==> src/motor_cmd_pkg.sv <==
`default_nettype none

package motor_cmd_pkg;

    // =========================================================================
    // Remote I/O input word layout.
    localparam int IN_START = 0;
    localparam int IN_RUN_POS = 1;
    localparam int IN_RUN_NEG = 2;
    localparam int IN_HOME = 3;
    localparam int IN_STOP = 4;
    localparam int IN_EXCITE = 5;
    localparam int IN_SEL_LSB = 8;
    localparam int SEL_W = 6;

    // =========================================================================
    // Remote I/O output word layout.
    localparam int OUT_START_ECHO = 0;
    localparam int OUT_STEP_LOSS = 1;
    localparam int OUT_MOTION = 2;
    localparam int OUT_HOME_DONE = 3;
    localparam int OUT_ALARM8 = 4;
    localparam int OUT_READY = 5;
    localparam int OUT_AREA = 7;
    localparam int OUT_SEL_LSB = 8;
    localparam int OUT_WARNING = 14;
    localparam int OUT_ALARM16 = 15;

    // =========================================================================
    // Remote register fields and reset values.
    localparam int CODE_W = 14;
    localparam int DATA_W = 32;
    localparam logic [13:0] STOP_ACTION_CODE = 14'h0C02;
    localparam logic [5:0] SEL_SEQUENTIAL = 6'h00;
    localparam logic [15:0] IO_OUT_RST = 16'h0000;

    // Motion modes of the profile generator behind this port.
    typedef enum logic [2:0] {
        MODE_IDLE,
        MODE_POSITION,
        MODE_SEQUENCE,
        MODE_CONT_POS,
        MODE_CONT_NEG,
        MODE_HOMING
    } motion_mode_t;

endpackage

`default_nettype wire

==> src/motor_remote_io_command_port.sv <==
`timescale 1ns/1ps
`default_nettype none

module motor_remote_io_command_port (
    // Clock and reset.
    input wire logic mclk_in,
    input wire logic sys_rst_in,
    // Remote I/O words from and to the controller.
    input wire logic [15:0] io_word_in,
    output logic [15:0] io_word_out,
    // Remote register command from the controller.
    input wire logic [13:0] cmd_code_in,
    input wire logic cmd_trigger_in,
    input wire logic [31:0] cmd_data_in,
    // Remote register response to the controller.
    output logic [13:0] rsp_code_out,
    output logic cmd_done_trigger_out,
    output logic rsp_error_out,
    output logic [31:0] rsp_data_out,
    // Command execution handshake with the parameter engine.
    output logic exec_req_out,
    output logic [13:0] exec_code_out,
    output logic [31:0] exec_wdata_out,
    input wire logic exec_done_in,
    input wire logic exec_error_in,
    input wire logic [31:0] exec_rdata_in,
    // Configuration and drive state.
    input wire logic excite_invert_in,
    input wire logic [1:0] stop_action_in,
    input wire logic ready_in,
    input wire logic moving_in,
    input wire logic home_finished_in,
    input wire logic step_loss_in,
    input wire logic alarm_flag_in,
    input wire logic warning_flag_in,
    input wire logic in_area_in,
    // Motion commands to the profile generator.
    output logic excite_out,
    output logic stop_out,
    output logic [1:0] stop_method_out,
    output motor_cmd_pkg::motion_mode_t mode_out,
    output logic mode_start_out,
    output logic [5:0] data_select_out
);

    // =========================================================================
    // Input decoding.

    // Bit fields of the incoming word, named for the priority logic.
    wire logic start_bit = io_word_in[motor_cmd_pkg::IN_START];
    wire logic run_positive = io_word_in[motor_cmd_pkg::IN_RUN_POS];
    wire logic run_negative = io_word_in[motor_cmd_pkg::IN_RUN_NEG];
    wire logic home_bit = io_word_in[motor_cmd_pkg::IN_HOME];
    wire logic stop_bit = io_word_in[motor_cmd_pkg::IN_STOP];
    wire logic excite_bit = io_word_in[motor_cmd_pkg::IN_EXCITE];
    // Operation data number, lowest select bit least significant.
    wire logic [5:0] data_select =
        io_word_in[motor_cmd_pkg::IN_SEL_LSB +: motor_cmd_pkg::SEL_W];

    // =========================================================================
    // Edge detection against the previous cycle.

    logic home_q;
    logic start_q;
    logic cmd_trigger_q;

    // Plain one-cycle history; inputs are already synchronous.
    always_ff @(posedge mclk_in) begin
        if (sys_rst_in) begin
            home_q <= 1'b0;
            start_q <= 1'b0;
            cmd_trigger_q <= 1'b0;
        end else begin
            home_q <= home_bit;
            start_q <= start_bit;
            cmd_trigger_q <= cmd_trigger_in;
        end
    end

    wire logic home_rise = home_bit & ~home_q;
    wire logic start_rise = start_bit & ~start_q;
    wire logic cmd_trigger_rise = cmd_trigger_in & ~cmd_trigger_q;

    // =========================================================================
    // Motion command priority.

    // One direction only runs; both together or neither means no run.
    wire logic run_one = run_positive ^ run_negative;
    wire logic energised = excite_bit ^ excite_invert_in;
    // Motion is allowed only when energised, not stopped and ready.
    wire logic may_move = energised & ~stop_bit & ready_in;

    motor_cmd_pkg::motion_mode_t mode_q;
    motor_cmd_pkg::motion_mode_t mode_d;
    logic mode_start_q;
    logic mode_start_d;

    // Highest priority first: excitation, stop, direction, home, start.
    always_comb begin
        mode_d = mode_q;
        mode_start_d = 1'b0;
        if (!may_move) begin
            mode_d = motor_cmd_pkg::MODE_IDLE;
        end else if (run_one) begin
            mode_d = run_positive ? motor_cmd_pkg::MODE_CONT_POS
                                  : motor_cmd_pkg::MODE_CONT_NEG;
            mode_start_d = (mode_q != mode_d);
        end else if (mode_q == motor_cmd_pkg::MODE_CONT_POS ||
                     mode_q == motor_cmd_pkg::MODE_CONT_NEG) begin
            mode_d = motor_cmd_pkg::MODE_IDLE;
        end else if (home_rise) begin
            mode_d = motor_cmd_pkg::MODE_HOMING;
            mode_start_d = 1'b1;
        end else if (start_rise) begin
            mode_d = (data_select == motor_cmd_pkg::SEL_SEQUENTIAL)
                     ? motor_cmd_pkg::MODE_SEQUENCE
                     : motor_cmd_pkg::MODE_POSITION;
            mode_start_d = 1'b1;
        end else if (mode_q != motor_cmd_pkg::MODE_IDLE && !moving_in &&
                     !mode_start_q) begin
            // Point moves end when the generator reports standstill.
            mode_d = motor_cmd_pkg::MODE_IDLE;
        end
    end

    always_ff @(posedge mclk_in) begin
        if (sys_rst_in) begin
            mode_q <= motor_cmd_pkg::MODE_IDLE;
            mode_start_q <= 1'b0;
        end else begin
            mode_q <= mode_d;
            mode_start_q <= mode_start_d;
        end
    end

    // Drive commands are registered so they cannot glitch mid-cycle.
    always_ff @(posedge mclk_in) begin
        if (sys_rst_in) begin
            excite_out <= 1'b0;
            stop_out <= 1'b0;
            stop_method_out <= 2'h0;
            data_select_out <= 6'h00;
        end else begin
            excite_out <= energised;
            stop_out <= stop_bit;
            stop_method_out <= stop_action_in;
            data_select_out <= data_select;
        end
    end

    assign mode_out = mode_q;
    assign mode_start_out = mode_start_q;

    // =========================================================================
    // Status word back to the controller.

    logic [15:0] io_out_d;

    // Alarm appears in bit 4 of the short form and bit 15 of the long one.
    always_comb begin
        io_out_d = motor_cmd_pkg::IO_OUT_RST;
        io_out_d[motor_cmd_pkg::OUT_START_ECHO] = start_bit;
        io_out_d[motor_cmd_pkg::OUT_STEP_LOSS] = step_loss_in;
        io_out_d[motor_cmd_pkg::OUT_MOTION] = moving_in;
        io_out_d[motor_cmd_pkg::OUT_HOME_DONE] = home_finished_in;
        io_out_d[motor_cmd_pkg::OUT_ALARM8] = alarm_flag_in;
        io_out_d[motor_cmd_pkg::OUT_READY] = ready_in;
        io_out_d[motor_cmd_pkg::OUT_AREA] = in_area_in;
        io_out_d[motor_cmd_pkg::OUT_SEL_LSB +: motor_cmd_pkg::SEL_W] =
            data_select;
        io_out_d[motor_cmd_pkg::OUT_WARNING] = warning_flag_in;
        io_out_d[motor_cmd_pkg::OUT_ALARM16] = alarm_flag_in;
    end

    always_ff @(posedge mclk_in) begin
        if (sys_rst_in) begin
            io_word_out <= motor_cmd_pkg::IO_OUT_RST;
        end else begin
            io_word_out <= io_out_d;
        end
    end

    // =========================================================================
    // Remote register handshake.

    logic busy_q;
    logic [13:0] code_q;
    logic [31:0] wdata_q;

    // A new trigger edge is latched only when idle; the controller waits.
    always_ff @(posedge mclk_in) begin
        if (sys_rst_in) begin
            busy_q <= 1'b0;
            code_q <= 14'h0000;
            wdata_q <= 32'h0000_0000;
        end else if (cmd_trigger_rise && !busy_q) begin
            busy_q <= 1'b1;
            code_q <= cmd_code_in;
            wdata_q <= cmd_data_in;
        end else if (busy_q && exec_done_in) begin
            busy_q <= 1'b0;
        end
    end

    assign exec_req_out = busy_q;
    assign exec_code_out = code_q;
    assign exec_wdata_out = wdata_q;

    // Response holds until the next command completes; only the done trigger clears at the next taken trigger edge.
    always_ff @(posedge mclk_in) begin
        if (sys_rst_in) begin
            rsp_code_out <= 14'h0000;
            cmd_done_trigger_out <= 1'b0;
            rsp_error_out <= 1'b0;
            rsp_data_out <= 32'h0000_0000;
        end else if (cmd_trigger_rise && !busy_q) begin
            cmd_done_trigger_out <= 1'b0;
        end else if (busy_q && exec_done_in) begin
            rsp_code_out <= code_q;
            cmd_done_trigger_out <= 1'b1;
            rsp_error_out <= exec_error_in;
            rsp_data_out <= exec_rdata_in;
        end
    end
endmodule // motor_remote_io_command_port

`default_nettype wire

==> config.mk <==
export PLATFORM = sky130hd
export DESIGN_NAME = motor_remote_io_command_port
export DESIGN_NICKNAME = d
export VERILOG_FILES = /design/src/motor_cmd_pkg.sv /design/src/motor_remote_io_command_port.sv
export SDC_FILE = /design/constraint.sdc
export NUM_CORES = 1
export LEC_CHECK = 0
export BUFFER_PORTS_ARGS = -buffer_cell sky130_fd_sc_hd__buf_2
export CAP_MARGIN = 15
export CORE_ASPECT_RATIO = 0.7
export CORE_MARGIN = 2
export CORE_UTILIZATION = 25
export DETAILED_ROUTE_END_ITERATION = 8
export GPL_ROUTABILITY_DRIVEN = 0
export PLACE_DENSITY = 0.61
export SLEW_MARGIN = 5
export SYNTH_ARGS = -nofsm -noshare
export SYNTH_HDL_FRONTEND = slang
export SYNTH_SLANG_ARGS = --single-unit
==> constraint.sdc <==
create_clock -name mclk_in -period 1.3 [get_ports mclk_in]
set_input_delay 0.13 -clock mclk_in [delete_from_list [all_inputs] [get_ports mclk_in]]
set_output_delay 0.13 -clock mclk_in [all_outputs]
set_load 0.01 [all_outputs]
# After elaboration in Yosys (flattened, before gate mapping)
# Cells that the tools add are included.
# op_classes
eq_ne	3
muxes	13
n_bitwise	13
reduce_logical	15
# op_table
operator	n
3-bit 2-to-1 mux	6
6-bit zero test	1
1-bit 2-to-1 mux	6
1-bit NOT	6
1-bit bitwise AND	5
5-bit nonzero test	1
1-bit logical AND	4
2-bit OR reduction	2
3-bit by 2-bit equality test with 1-bit output, second input constant	1
3-bit equality test, second input constant	1
1-bit zero test	3
3-bit != test	1
3-bit nonzero test	1
2-bit 2-to-1 mux	1
2-bit AND reduction	1
2-bit nonzero test	1
1-bit XOR	2
1-bit logical OR	1
# totals
ff_bits	128
input_bits	109
out_inout_bits	125
wordCells	62

# Depth between registers and ports, before layout
# Gate-level depths: netlist of run 1.
# logic_depth
depth_word	8
depth_mapped	6
ltp_nobuf	4

# Least setup slack after synthesis of run 1
# No wires, ideal clock.
# synth_timing
kind	reg2reg
startpoint	reg mode_q[2] (netlist: mode_out[2])
endpoint	reg mode_q[2] (netlist: mode_out[2])
setup_time_ns	0.119
t_arrival_ns	1.227
slack_ns	-0.046
stages_incl_launch_ff	5
synth_period_minus_slack_ns	1.346
path_cell_list	dfxtp_1 or3b_1 o2111ai_2 or2_1 o221a_1
# synth_via
elab_chain_cells	4
elab_cells_between_ends	9
# synth_lines
item	line	source
start, declared	motor_remote_io_command_port.sv:93	motor_cmd_pkg::motion_mode_t mode_q;
start signal, assigned	motor_remote_io_command_port.sv:128	mode_q <= motor_cmd_pkg::MODE_IDLE;
start signal, assigned	motor_remote_io_command_port.sv:131	mode_q <= mode_d;
3-bit by 2-bit equality test with 1-bit output (tied with other cells)	motor_remote_io_command_port.sv:108	end else if (mode_q == motor_cmd_pkg::MODE_CONT_POS ||
1-bit logical OR / 1-bit logical AND (equally long branches)	motor_remote_io_command_port.sv:108, motor_remote_io_command_port.sv:119	
3-bit 2-to-1 mux / 1-bit logical AND (equally long branches)	motor_remote_io_command_port.sv:108, motor_remote_io_command_port.sv:119	
3-bit 2-to-1 mux / 5-bit nonzero test (equally long branches)	--	
# Parallel ways exist; a longest one is shown, timed or not.
# A chain may end at the register's enable or synchronous reset.

# Worst setup path in the final report of run 1
# Same ends and word-level chain as after synthesis.

==> metrics.md, run 1 <==
| Metric | Value |
|---|---|
| GRT Total Usage | `15.5%` |
| RSZ-0062 raised after global routing | `true` |
| Simple-gate share of the synthesized area | `23.2%` |
| Leak pwr | `0.00328 uW` |
| Clock root buffer | `clkbuf_16` |
| Die X | `157 um` |
| Later-pin clock latency in the skew report | `0.41 ns` |
| First-pass GRT wire length | `21300 um` |
| CP startpoint kind | `register` |
| Detailed Place HPWL | `8300 um` |
| H-Tree Depth | `4` |
| Cell count after synthesis | `498` |
| Register Area | `2390 um^2` |
| Largest net degree at the start of global routing | `115` |
| Ys Warns | `0` |
| Vias/cell | `4.17` |
| Vias in the first global route | `4376` |
| XOR/XNOR share of the synthesized area | `0.213%` |
| Drt wl/cell | `12.8 um` |
| Slew margin rel. | `64.7%` |
| Pwr dens | `1400 nW/um^2` |
| Area grow syn2layout | `75.5%` |
| Post-synthesis adder-cell area fraction | `0%` |
| Synth Register Bits | `119` |
| # setup viols final | `1` |
| Compound-cell area share of the yosys netlist | `13.6%` |
| Max_cap viols | `0` |
| Most used routing layer | `met2` |
| Residual DRC | `0` |
| Global routing usage on met2 | `25.6%` |
| CP Capture Type | `register` |
| Detailed Route Iter0 Violations | `156` |
| CTS tree | `done` |
| Die ar. | `17500 um^2` |
| Antenna Violating Nets Remaining | `0` |
| FMAX | `752 MHz` |
| Syn_area_per_cell | `8.27 um^2` |
| Drt total wl | `13500 um` |
| Final worst slack | `-0.0301 ns` |
| Clock net sink count | `119` |
| Netlist cell types | `27` |
| Crit Path Class | `register to register` |
| Period utilisation layout | `102%` |
| Hold crit path type | `primary input to register` |
| Layout cells sized above 1 | `34.8%` |
| Worst Tran Pin Value | `0.529 ns` |
| WP data required | `1.60 ns` |
| Max Fanout on Critical Path | `4` |
| Netlist Area Pre-Place | `4120 um^2` |
| Area of the multi-input gates | `1560 um^2` |
| Met1 Resource Use GR | `17.8%` |
| Status | `complete, but fails checks` |
| Initial antenna violation count | `1` |
| Fin util | `44.6%` |
| GRT met3 Usage | `6.46%` |
| Clock buffer depth | `2` |
| Max-slew violation count | `0` |
| Worst clock skew | `0.00364 ns` |
| Clk pin slew, worst setup/hold paths | `0.06 ns` |
| Violations in the final reports | `negative setup slack` |
| Seq/Total Area, Yosys | `57.9%` |
| Min cycle time layout | `1.33 ns` |
| 1st-pass router iterations | `4` |
| DIE HEIGHT | `111 um` |
| Peak VDD IR | `880 uV` |
| Starting Density | `25.4%` |
| Setup TNS | `-0.0301 ns` |
| Cell row count | `39` |
| Ports | `234` |
| Largest family of logic cells by synthesized area | `simple AND/OR/NAND/NOR gates` |
| Synth Net Count | `607` |
| Number of buffers created by CTS | `17` |
| Final hold vios | `0` |
| GRT overflow | `0` |
| Mux cell area share after synthesis | `0%` |
| Via count | `4425` |
| Total core area | `16200 um^2` |
| Layout filler cell count | `1611` |
| Fin nets | `930` |
| Arrival @ worst endpoint | `1.63 ns` |
| I/O Buffers | `228` |
-- state kept, by name, summed over array words and instances (netlist names) --
register,cells
io_word_out,9
mode_out,3
rsp_data_out,32
cmd_done_trigger_out,1
exec_code_out,14
data_select_out,5
mode_start_out,1
excite_out,1
home_q,1
stop_method_out,2
cmd_trigger_q,1
rsp_error_out,1
stop_out,1
exec_req_out,1
rsp_code_out,14
exec_wdata_out,32
-- layout make-up --
| type | instances | area share (%) |
|---|---|---|
| sequential | 119 | 33.0 |
| clock buffer | 18 | 6.08 |
| timing repair buffer | 346 | 32.6 |
| antenna | 1 | 0.0346 |
| multi-input combinational | 337 | 21.6 |
| clock inverter | 14 | 2.74 |
| tap | 225 | 3.90 |
-- metrics by stage --
stage | cell area (um^2) | cells | setup WS [ns] | total power [uW] | hold WS, ns
3_3_place_gp | 5550 | 927 | -0.0207 | 4890 | 0.337
3_5_place_dp | 5550 | 927 | -0.0624 | 4900 | 0.343
6_report | 7230 | 1060 | -0.0301 | 10100 | 0.0574
5_1_grt | 7220 | 1059 | -0.0762 | 10600 | 0.0710
2_1_floorplan | 4120 | 498 | 0.00597 | 4420 | 0.258
4_1_cts | 7210 | 1059 | -0.0413 | 10300 | 0.0481
-- synthesized netlist by cell type --
master | n | area share [%]
nand2_1 | 190 | 17
dfxtp_1 | 119 | 58
a21oi_1 | 97 | 12
nor2b_1 | 20 | 3.0
clkbuf_1 | 17 | 1.6
buf_2 | 12 | 1.5
buf_4 | 9 | 1.6
nand2b_1 | 5 | 0.76
buf_1 | 4 | 0.36
nor2_1 | 4 | 0.36
o31ai_1 | 3 | 0.55
a31oi_1 | 2 | 0.30
and2_1 | 2 | 0.30
conb_1 | 1 | 0.091
nand3_1 | 1 | 0.12
nand3b_1 | 1 | 0.18
nor3_1 | 1 | 0.12
nor3b_2 | 1 | 0.30
nor4_1 | 1 | 0.15
o2111ai_2 | 1 | 0.36
o21ai_0 | 1 | 0.12
o221a_1 | 1 | 0.27
o311ai_1 | 1 | 0.21
or2_1 | 1 | 0.15
or3_1 | 1 | 0.15
or3b_1 | 1 | 0.21
xnor2_1 | 1 | 0.21
-- what timing repair did --
action                                  CTS  global route
endpoints found under the hold margin    99             0
hold buffers                            100             0
setup buffers                             0             0
resized for setup                         2             5
pin swaps                                 3             2
endpoints found under the setup margin    3            22
-- power by group --
part | internal [uW] | switching, uW
Sequential | 3810 | 76.9
Clock | 3280 | 1780
Combinational | 614 | 563
-- worst max-delay path, stage by stage (launching register included) --
cell and delay, ns:
dfxtp_2 0.33, nor3_1 0.24, o311ai_2 0.13, or2_4 0.28, o221a_1 0.23
-- per-layer routing --
| layer | vias to the layer above | part of all wire [%] |
|---|---|---|
| li1 | 2244 | - |
| met1 | 2003 | 44 |
| met2 | 151 | 46 |
| met3 | 27 | 8.0 |
| met4 | 0 | 2.1 |
| met5 | - | 0 |
-- final timing paths --
path | start | end | slack [ns] | depth (start not counted)
min reg2reg | exec_wdata_out[19]$_SDFFE_PP0P_ | exec_wdata_out[19]$_SDFFE_PP0P_ | 0.45 | 2
min | io_word_in[5] | excite_out$_SDFF_PP0_ | 0.06 | 3
max reg2reg | mode_out[2]$_SDFFE_PP0P_ | mode_out[2]$_SDFFE_PP0P_ | -0.03 | 4
max | mode_out[2]$_SDFFE_PP0P_ | mode_out[2]$_SDFFE_PP0P_ | -0.03 | 4
-- placed cells by master (no fill, tap or decap), types with 2 or more instances in the layout --
cell           instances
bufinv_16              4
clkinv_4               3
o31ai_1                3
buf_4                 12
nand2b_1               5
dfxtp_2                3
dfxtp_1              116
clkinvlp_4             2
dlygate4sd3_1        100
inv_6                  3
nor2_1                 3
nor2b_1               20
nand2_1              189
clkinv_2               2
clkbuf_16             17
a31oi_1                2
buf_2                227
a21oi_1               97
buf_12                 6
-- cell families after synthesis --
logic type | after synthesis
simple gates | 229
flops | 119
compound gates | 106
buf+inv | 42
xor+xnor | 1
other cells | 1
(Power assumes the default switching activity.)
==> run 2, diff against run 1 <==
PLACE_DENSITY = 0.59   (was 0.61)
clock period = 1.4 ns   (was 1.3 ns; I/O delays follow)
==> run 2 against run 1 <==
Compared with the run above: the flow now finishes without violations; hold slack lost 0.027 ns; sequential share of layout area rose by 0.52 points; fmax shrank 4.6%; core utilization fell by 0.65 points; non-clock buffer count decreased by 10; global-route usage decreased by 0.063 points; die area unchanged; design area fell by 1.5%; wire length shrank 0.95%; sequential cell count is the same; first-iteration DRC count grew 39%; via count decreased by 1.3%; highest routed layer unchanged.
==> metrics.md, run 2 (synthesized netlist as in run 1, its figures left out) <==
| Metric | Value |
|---|---|
| Die X | `157 um (unchanged)` |
| Clock root buffer | `clkbuf_16 (unchanged)` |
| Worst Path Buf+Inv | `0 (unchanged)` |
| Layout cells sized above 1 | `33.6% (was 34.8%)` |
| Later-pin clock latency in the skew report | `0.40 ns (was 0.41 ns)` |
| 1st-pass router iterations | `4 (unchanged)` |
| H-Tree Depth | `4 (unchanged)` |
| Detailed Route Iter0 Violations | `217 (was 156)` |
| Final worst slack | `0.00560 ns (was -0.0301 ns)` |
| Period utilisation layout | `99.6% (was 102%)` |
| Cell row count | `39 (unchanged)` |
| Hold crit path type | `primary input to register (unchanged)` |
| CP startpoint kind | `register (unchanged)` |
| Post-Place Setup Slack | `-0.00695 ns (was -0.0624 ns)` |
| Drt total wl | `13400 um (was 13500 um)` |
| Inserted Diodes | `0 (was 1)` |
| Largest net degree at the start of global routing | `75 (was 115)` |
| Part of the power in registers | `39.5% (was 38.4%)` |
| Fin nets | `920 (was 930)` |
| Power share of the combinational group | `11.7% (was 11.6%)` |
| Drt wl/cell | `12.8 um (about the same)` |
| Cell count of the worst hold path | `3 (unchanged)` |
| Antenna Violating Nets Remaining | `0 (unchanged)` |
| Peak VDD IR | `640 uV (was 880 uV)` |
| Int Power | `7050 uW (was 7700 uW)` |
| Commonest non-fill, non-tap cell in the layout | `buf_2 (unchanged)` |
| Design Power | `9160 uW (was 10100 uW)` |
| Clk pin slew, worst setup/hold paths | `0.05 ns (was 0.06 ns)` |
| Leak pwr | `0.00322 uW (was 0.00328 uW)` |
| Worst clock skew | `0.00563 ns (was 0.00364 ns)` |
| CP max-delay cell | `dfxtp_4 (was dfxtp_2)` |
| FF-to-FF path depth | `4 (unchanged)` |
| FMAX | `717 MHz (was 752 MHz)` |
| Max_cap viols | `0 (unchanged)` |
| Via count | `4367 (was 4425)` |
| Detailed Place HPWL | `8060 um (was 8300 um)` |
| Total core area | `16200 um^2 (unchanged)` |
| Pwr dens | `1290 nW/um^2 (was 1400 nW/um^2)` |
| Max Fanout on Critical Path | `6 (was 4)` |
| # setup viols final | `0 (was 1)` |
| Crit Path Class | `register to register (unchanged)` |
| GRT Total Usage | `15.4% (was 15.5%)` |
| Arrival @ worst endpoint | `1.69 ns (was 1.63 ns)` |
| Clock power frac | `48.9% (was 50.0%)` |
| Ports | `234 (unchanged)` |
| Area grow syn2layout | `73.0% (was 75.5%)` |
| Clock buffer depth | `2 (unchanged)` |
| GRT overflow | `0 (unchanged)` |
| Number of buffers created by CTS | `17 (unchanged)` |
| Cell depth of the worst setup path | `4 (unchanged)` |
| Status | `completed (was complete, but fails checks)` |
| Starting Density | `25.4% (unchanged)` |
| CP Capture Type | `register (unchanged)` |
| Worst path top cell family by delay | `simple AND/OR/NAND/NOR gates (unchanged)` |
| Initial antenna violation count | `0 (was 1)` |
| RSZ-0062 raised after global routing | `true (unchanged)` |
| Switching power | `2110 uW (was 2420 uW)` |
| Max-slew violation count | `0 (unchanged)` |
| CTS tree | `done (unchanged)` |
| Vias/cell | `4.16 (was 4.17)` |
| Clock net sink count | `119 (unchanged)` |
| WP data required | `1.69 ns (was 1.60 ns)` |
| Vias in the first global route | `4410 (was 4376)` |
| Min cycle time layout | `1.39 ns (was 1.33 ns)` |
| Crit-path cells | `or3b_4 > o2111ai_4 > or2_4 > o221a_1 (was nor3_1 > o311ai_2 > or2_4 > o221a_1)` |
| Post-CTS Setup Bufs | `0 (unchanged)` |
| Final hold vios | `0 (unchanged)` |
| Critical Path Max Stage Delay | `0.37 ns (was 0.33 ns)` |
| Die ar. | `17500 um^2 (unchanged)` |
| Most frequent cells in the layout | `227 x buf_2, 189 x nand2_1, 116 x dfxtp_1 (unchanged)` |
| I/O Buffers | `228 (unchanged)` |
| DIE HEIGHT | `111 um (unchanged)` |
| Residual DRC | `0 (unchanged)` |
| Sw Ratio | `23.0% (was 23.9%)` |
| First-pass GRT wire length | `21300 um (about the same)` |
## run 2: cell count changes in the layout (fill, tap and decap cells not counted), sizes merged
| cell | before | now |
|---|---|---|
| buf | 246 | 237 |
| inv | 3 | 0 |
| clkinvlp | 2 | 1 |
| dlygate4sd3 | 100 | 99 |
| clkbuf | 18 | 22 |
| diode | 1 | 0 |
## run 2: final cells by class
type	instances	area [um^2]
clock buffers	22	444
fillers	1609	9080
repair buffers	336	2280
well taps	225	282
flip-flops and latches	119	2390
multi-input cells	337	1580
clock inverters	10	153
## run 2: timing repair
action,4_1_cts,5_1_grt
hold buffers,99,0
pin swaps,1,4
gates resized for setup,3,8
hold endpoints to repair,98,0
gates cloned,0,0
setup endpoints to repair,2,3
## run 2: power by group through the flow
stage               Clock [uW]  Combinational [uW]  Sequential, uW
detailed placement           0                 843            3690
global placement             0                 840            3680
finish                    4470                1070            3610
floorplan                    0                 345            3760
CTS                       4590                1060            3610
global route              4760                1180            3630
## run 2: routing by layer
| layer | track usage (%) | part of all wire, % | vias up | routed length (um) |
|---|---|---|---|---|
| li1 | - | - | 2222 | - |
| met1 | 18.3 | 45 | 1976 | 6050 |
| met2 | 25.6 | 46 | 147 | 6160 |
| met3 | 5.45 | 7.0 | 22 | 943 |
| met4 | 5.94 | 1.9 | 0 | 253 |
| met5 | 0 | 0 | - | 0 |
## run 2: stage by stage
step	instance area (um^2)	hold WS [ns]	util (%)	std cells	setup TNS, ns
final	7120	0.0302	44.0	1049	0
after global routing	7120	0.0355	44.0	1049	-0.0632
after CTS	7080	0.00909	43.7	1049	0
after global placement	5480	0.348	33.8	918	0
after detailed placement	5480	0.353	33.8	918	-0.00695
after floorplan	4120	0.268	-	498	0
## run 2: path summary, 6_finish.rpt
kind	startpoint	to	slack [ns]
setup / recovery	mode_out[2]$_SDFFE_PP0P_	mode_out[2]$_SDFFE_PP0P_	0.006
hold / removal	exec_done_in	exec_req_out$_SDFFE_PP0P_	0.03
setup reg to reg	mode_out[2]$_SDFFE_PP0P_	mode_out[2]$_SDFFE_PP0P_	0.006
hold reg to reg	rsp_code_out[9]$_SDFFE_PP0P_	rsp_code_out[9]$_SDFFE_PP0P_	0.45
## run 2: worst min-delay path: cells and delay by family
kind | cells | cell delay [ns]
AO/OA/AOI/OAI | 1 | 0.06
buffers and inverters | 1 | 0.09
AND/OR/NAND/NOR | 1 | 0.09
==> run 3, diff against run 2 <==
--- a/config.mk
+++ b/config.mk
@@ -13,4 +13,5 @@
 export DETAILED_ROUTE_END_ITERATION = 8
 export GPL_ROUTABILITY_DRIVEN = 0
+export MAX_ROUTING_LAYER = met4
 export PLACE_DENSITY = 0.59
 export SLEW_MARGIN = 5
==> constraint.sdc (replaced) <==
create_clock -name mclk_in -period 1.4 [get_ports mclk_in]
set_input_delay 0.42 -clock mclk_in [delete_from_list [all_inputs] [get_ports mclk_in]]
set_output_delay 0.42 -clock mclk_in [all_outputs]
set_load 0.01 [all_outputs]
==> run 3 against run 2 <==
Compared with the run above: wire length is 11% lower; hold slack better by 0.18 ns; total power shrank 6.1%; critical path depth decreased by 2; fmax increased by 0.22%; critical endpoint is now mode_out[2]; largest cell class unchanged.
==> metrics.md, run 3 (synthesized netlist as in run 1, its figures left out) <==
| Metric | Value |
|---|---|
| Final hold vios | `0 (unchanged)` |
| WP data required | `0.98 ns (was 1.69 ns)` |
| Detailed Route Iter0 Violations | `162 (was 217)` |
| Ports | `234 (unchanged)` |
| Max-slew violation count | `0 (unchanged)` |
| Clock buffer depth | `2 (unchanged)` |
| Most frequent cells in the layout | `226 x buf_2, 189 x nand2_1, 115 x dfxtp_1 (was 227 x buf_2, 189 x nand2_1, 116 x dfxtp_1)` |
| Crit Path Class | `register to primary output (was register to register)` |
| Worst clock skew | `0.00670 ns (was 0.00563 ns)` |
| Max Fanout on Critical Path | `3 (was 6)` |
| Inserted Diodes | `0 (unchanged)` |
| Hold crit path type | `primary input to register (unchanged)` |
| # setup viols final | `0 (unchanged)` |
| Detailed Place HPWL | `8270 um (was 8060 um)` |
| CP Capture Type | `primary output (was register)` |
| RSZ-0062 raised after global routing | `true (unchanged)` |
| Area grow syn2layout | `49.8% (was 73.0%)` |
| Status | `completed (unchanged)` |
| Starting Density | `25.4% (unchanged)` |
| Antenna Violating Nets Remaining | `0 (unchanged)` |
| Setup TNS | `0 ns (unchanged)` |
| FMAX | `719 MHz (was 717 MHz)` |
| 1st-pass router iterations | `4 (unchanged)` |
| Die ar. | `17500 um^2 (unchanged)` |
| CTS Hold Buffers Added | `0 (was 99)` |
| Clock root buffer | `clkbuf_16 (unchanged)` |
| Leak pwr | `0.00285 uW (was 0.00322 uW)` |
| DIE HEIGHT | `111 um (unchanged)` |
| Period utilisation layout | `99.4% (was 99.6%)` |
| Fin nets | `832 (was 920)` |
| Clk pin slew, worst setup/hold paths | `0.05 ns (about the same)` |
| Pwr dens | `1390 nW/um^2 (was 1290 nW/um^2)` |
| H-Tree Depth | `4 (unchanged)` |
| CP startpoint kind | `register (unchanged)` |
| Commonest non-fill, non-tap cell in the layout | `buf_2 (unchanged)` |
| Drt total wl | `12000 um (was 13400 um)` |
| Cell row count | `39 (unchanged)` |
| Peak VDD IR | `701 uV (was 640 uV)` |
| Residual DRC | `0 (unchanged)` |
| Die X | `157 um (unchanged)` |
| Slew margin rel. | `63.4%` |
| Drt wl/cell | `12.5 um (was 12.8 um)` |
| Initial antenna violation count | `0 (unchanged)` |
| Vias in the first global route | `3774 (was 4410)` |
| Placed cells | `927 (was 918)` |
| GRT overflow | `0 (unchanged)` |
| Largest net degree at the start of global routing | `115 (was 75)` |
| Layout Cells excl Fill | `956 (was 1049)` |
| GRT Total Usage | `14.1% (was 15.4%)` |
| CTS tree | `done (unchanged)` |
| Layout cells sized above 1 | `38.9% (was 33.6%)` |
| Via count | `3967 (was 4367)` |
| Clock net sink count | `119 (unchanged)` |
| Worst Tran Pin Value | `0.549 ns` |
| Total core area | `16200 um^2 (unchanged)` |
| I/O Buffers | `228 (unchanged)` |
| Number of buffers created by CTS | `17 (unchanged)` |
| Later-pin clock latency in the skew report | `0.40 ns (about the same)` |
| Vias/cell | `4.15 (was 4.16)` |
| Arrival @ worst endpoint | `0.97 ns (was 1.69 ns)` |
| Max_cap viols | `0 (unchanged)` |
| Min cycle time layout | `1.39 ns (about the same)` |
| First-pass GRT wire length | `18900 um (was 21300 um)` |
==> run 3: cell count changes in the layout (fill, tap and decap cells not counted), sizes merged <==
cell,delta
buf,+11
bufinv,-2
clkinv,-2
clkinvlp,-1
dlygate4sd3,-99
==> run 3: area by class of cell <==
cell class | instances | area [um^2]
Clock buffer | 22 | 474
Sequential cell | 119 | 2390
Fill cell | 1738 | 10000
Multi-Input combinational cell | 337 | 1550
Clock inverter | 5 | 75.1
Timing Repair Buffer | 248 | 1390
Tap cell | 225 | 282
==> run 3: report_power, final <==
| group | internal (uW) | switching (uW) |
|---|---|---|
| Combinational | 392 | 474 |
| Clock | 2700 | 1420 |
| Sequential | 3540 | 71.6 |
| Total | 6630 | 1970 |
==> run 3: worst paths after layout <==
check                          startpoint  cells after the start                      endpoint  slack (ns)
max              mode_out[2]$_SDFFE_PP0P_                      2                   mode_out[2]       0.009
min                            sys_rst_in                      2     io_word_out[5]$_SDFF_PP0_        0.21
max reg2reg      mode_out[2]$_SDFFE_PP0P_                      6      mode_out[1]$_SDFFE_PP0P_       0.009
min reg2reg  rsp_data_out[3]$_SDFFE_PP0P_                      2  rsp_data_out[3]$_SDFFE_PP0P_        0.45
==> run 3: per-layer routing <==
| layer | vias to the layer above | wire (um) | track usage [%] |
|---|---|---|---|
| li1 | 2043 | - | - |
| met4 | 0 | 153 | 4.91 |
| met1 | 1778 | 5820 | 18.1 |
| met5 | - | 0 | - |
| met3 | 13 | 902 | 5.10 |
| met2 | 133 | 5110 | 20.5 |
==> run 3: stage by stage <==
stage | worst slack (ns) | hold slack (ns) | total power, uW | cell area, um^2 | utilization, %
after floorplan | 0.0374 | 0.481 | 4100 | 4120 | -
after detailed placement | -0.285 | 0.444 | 4550 | 5560 | 34.3
final | 0.00871 | 0.213 | 8600 | 6170 | 38.1
after global routing | -0.0381 | 0.200 | 8980 | 6170 | 38.1
after global placement | -0.311 | 0.440 | 4550 | 5560 | 34.3
after CTS | -0.0108 | 0.195 | 8720 | 6150 | 38.0
==> run 3: timing repair <==
action                                  4_1_cts  5_1_grt
pin swaps                                     0        3
endpoints found under the setup margin        4        6
buffers inserted                              2        0
gates resized for setup                       7        4
==> run 3: worst max-delay path: stages, from the launching register on <==
cell and delay [ns]:
dfxtp_4 0.35, buf_6 0.11, buf_6 0.11
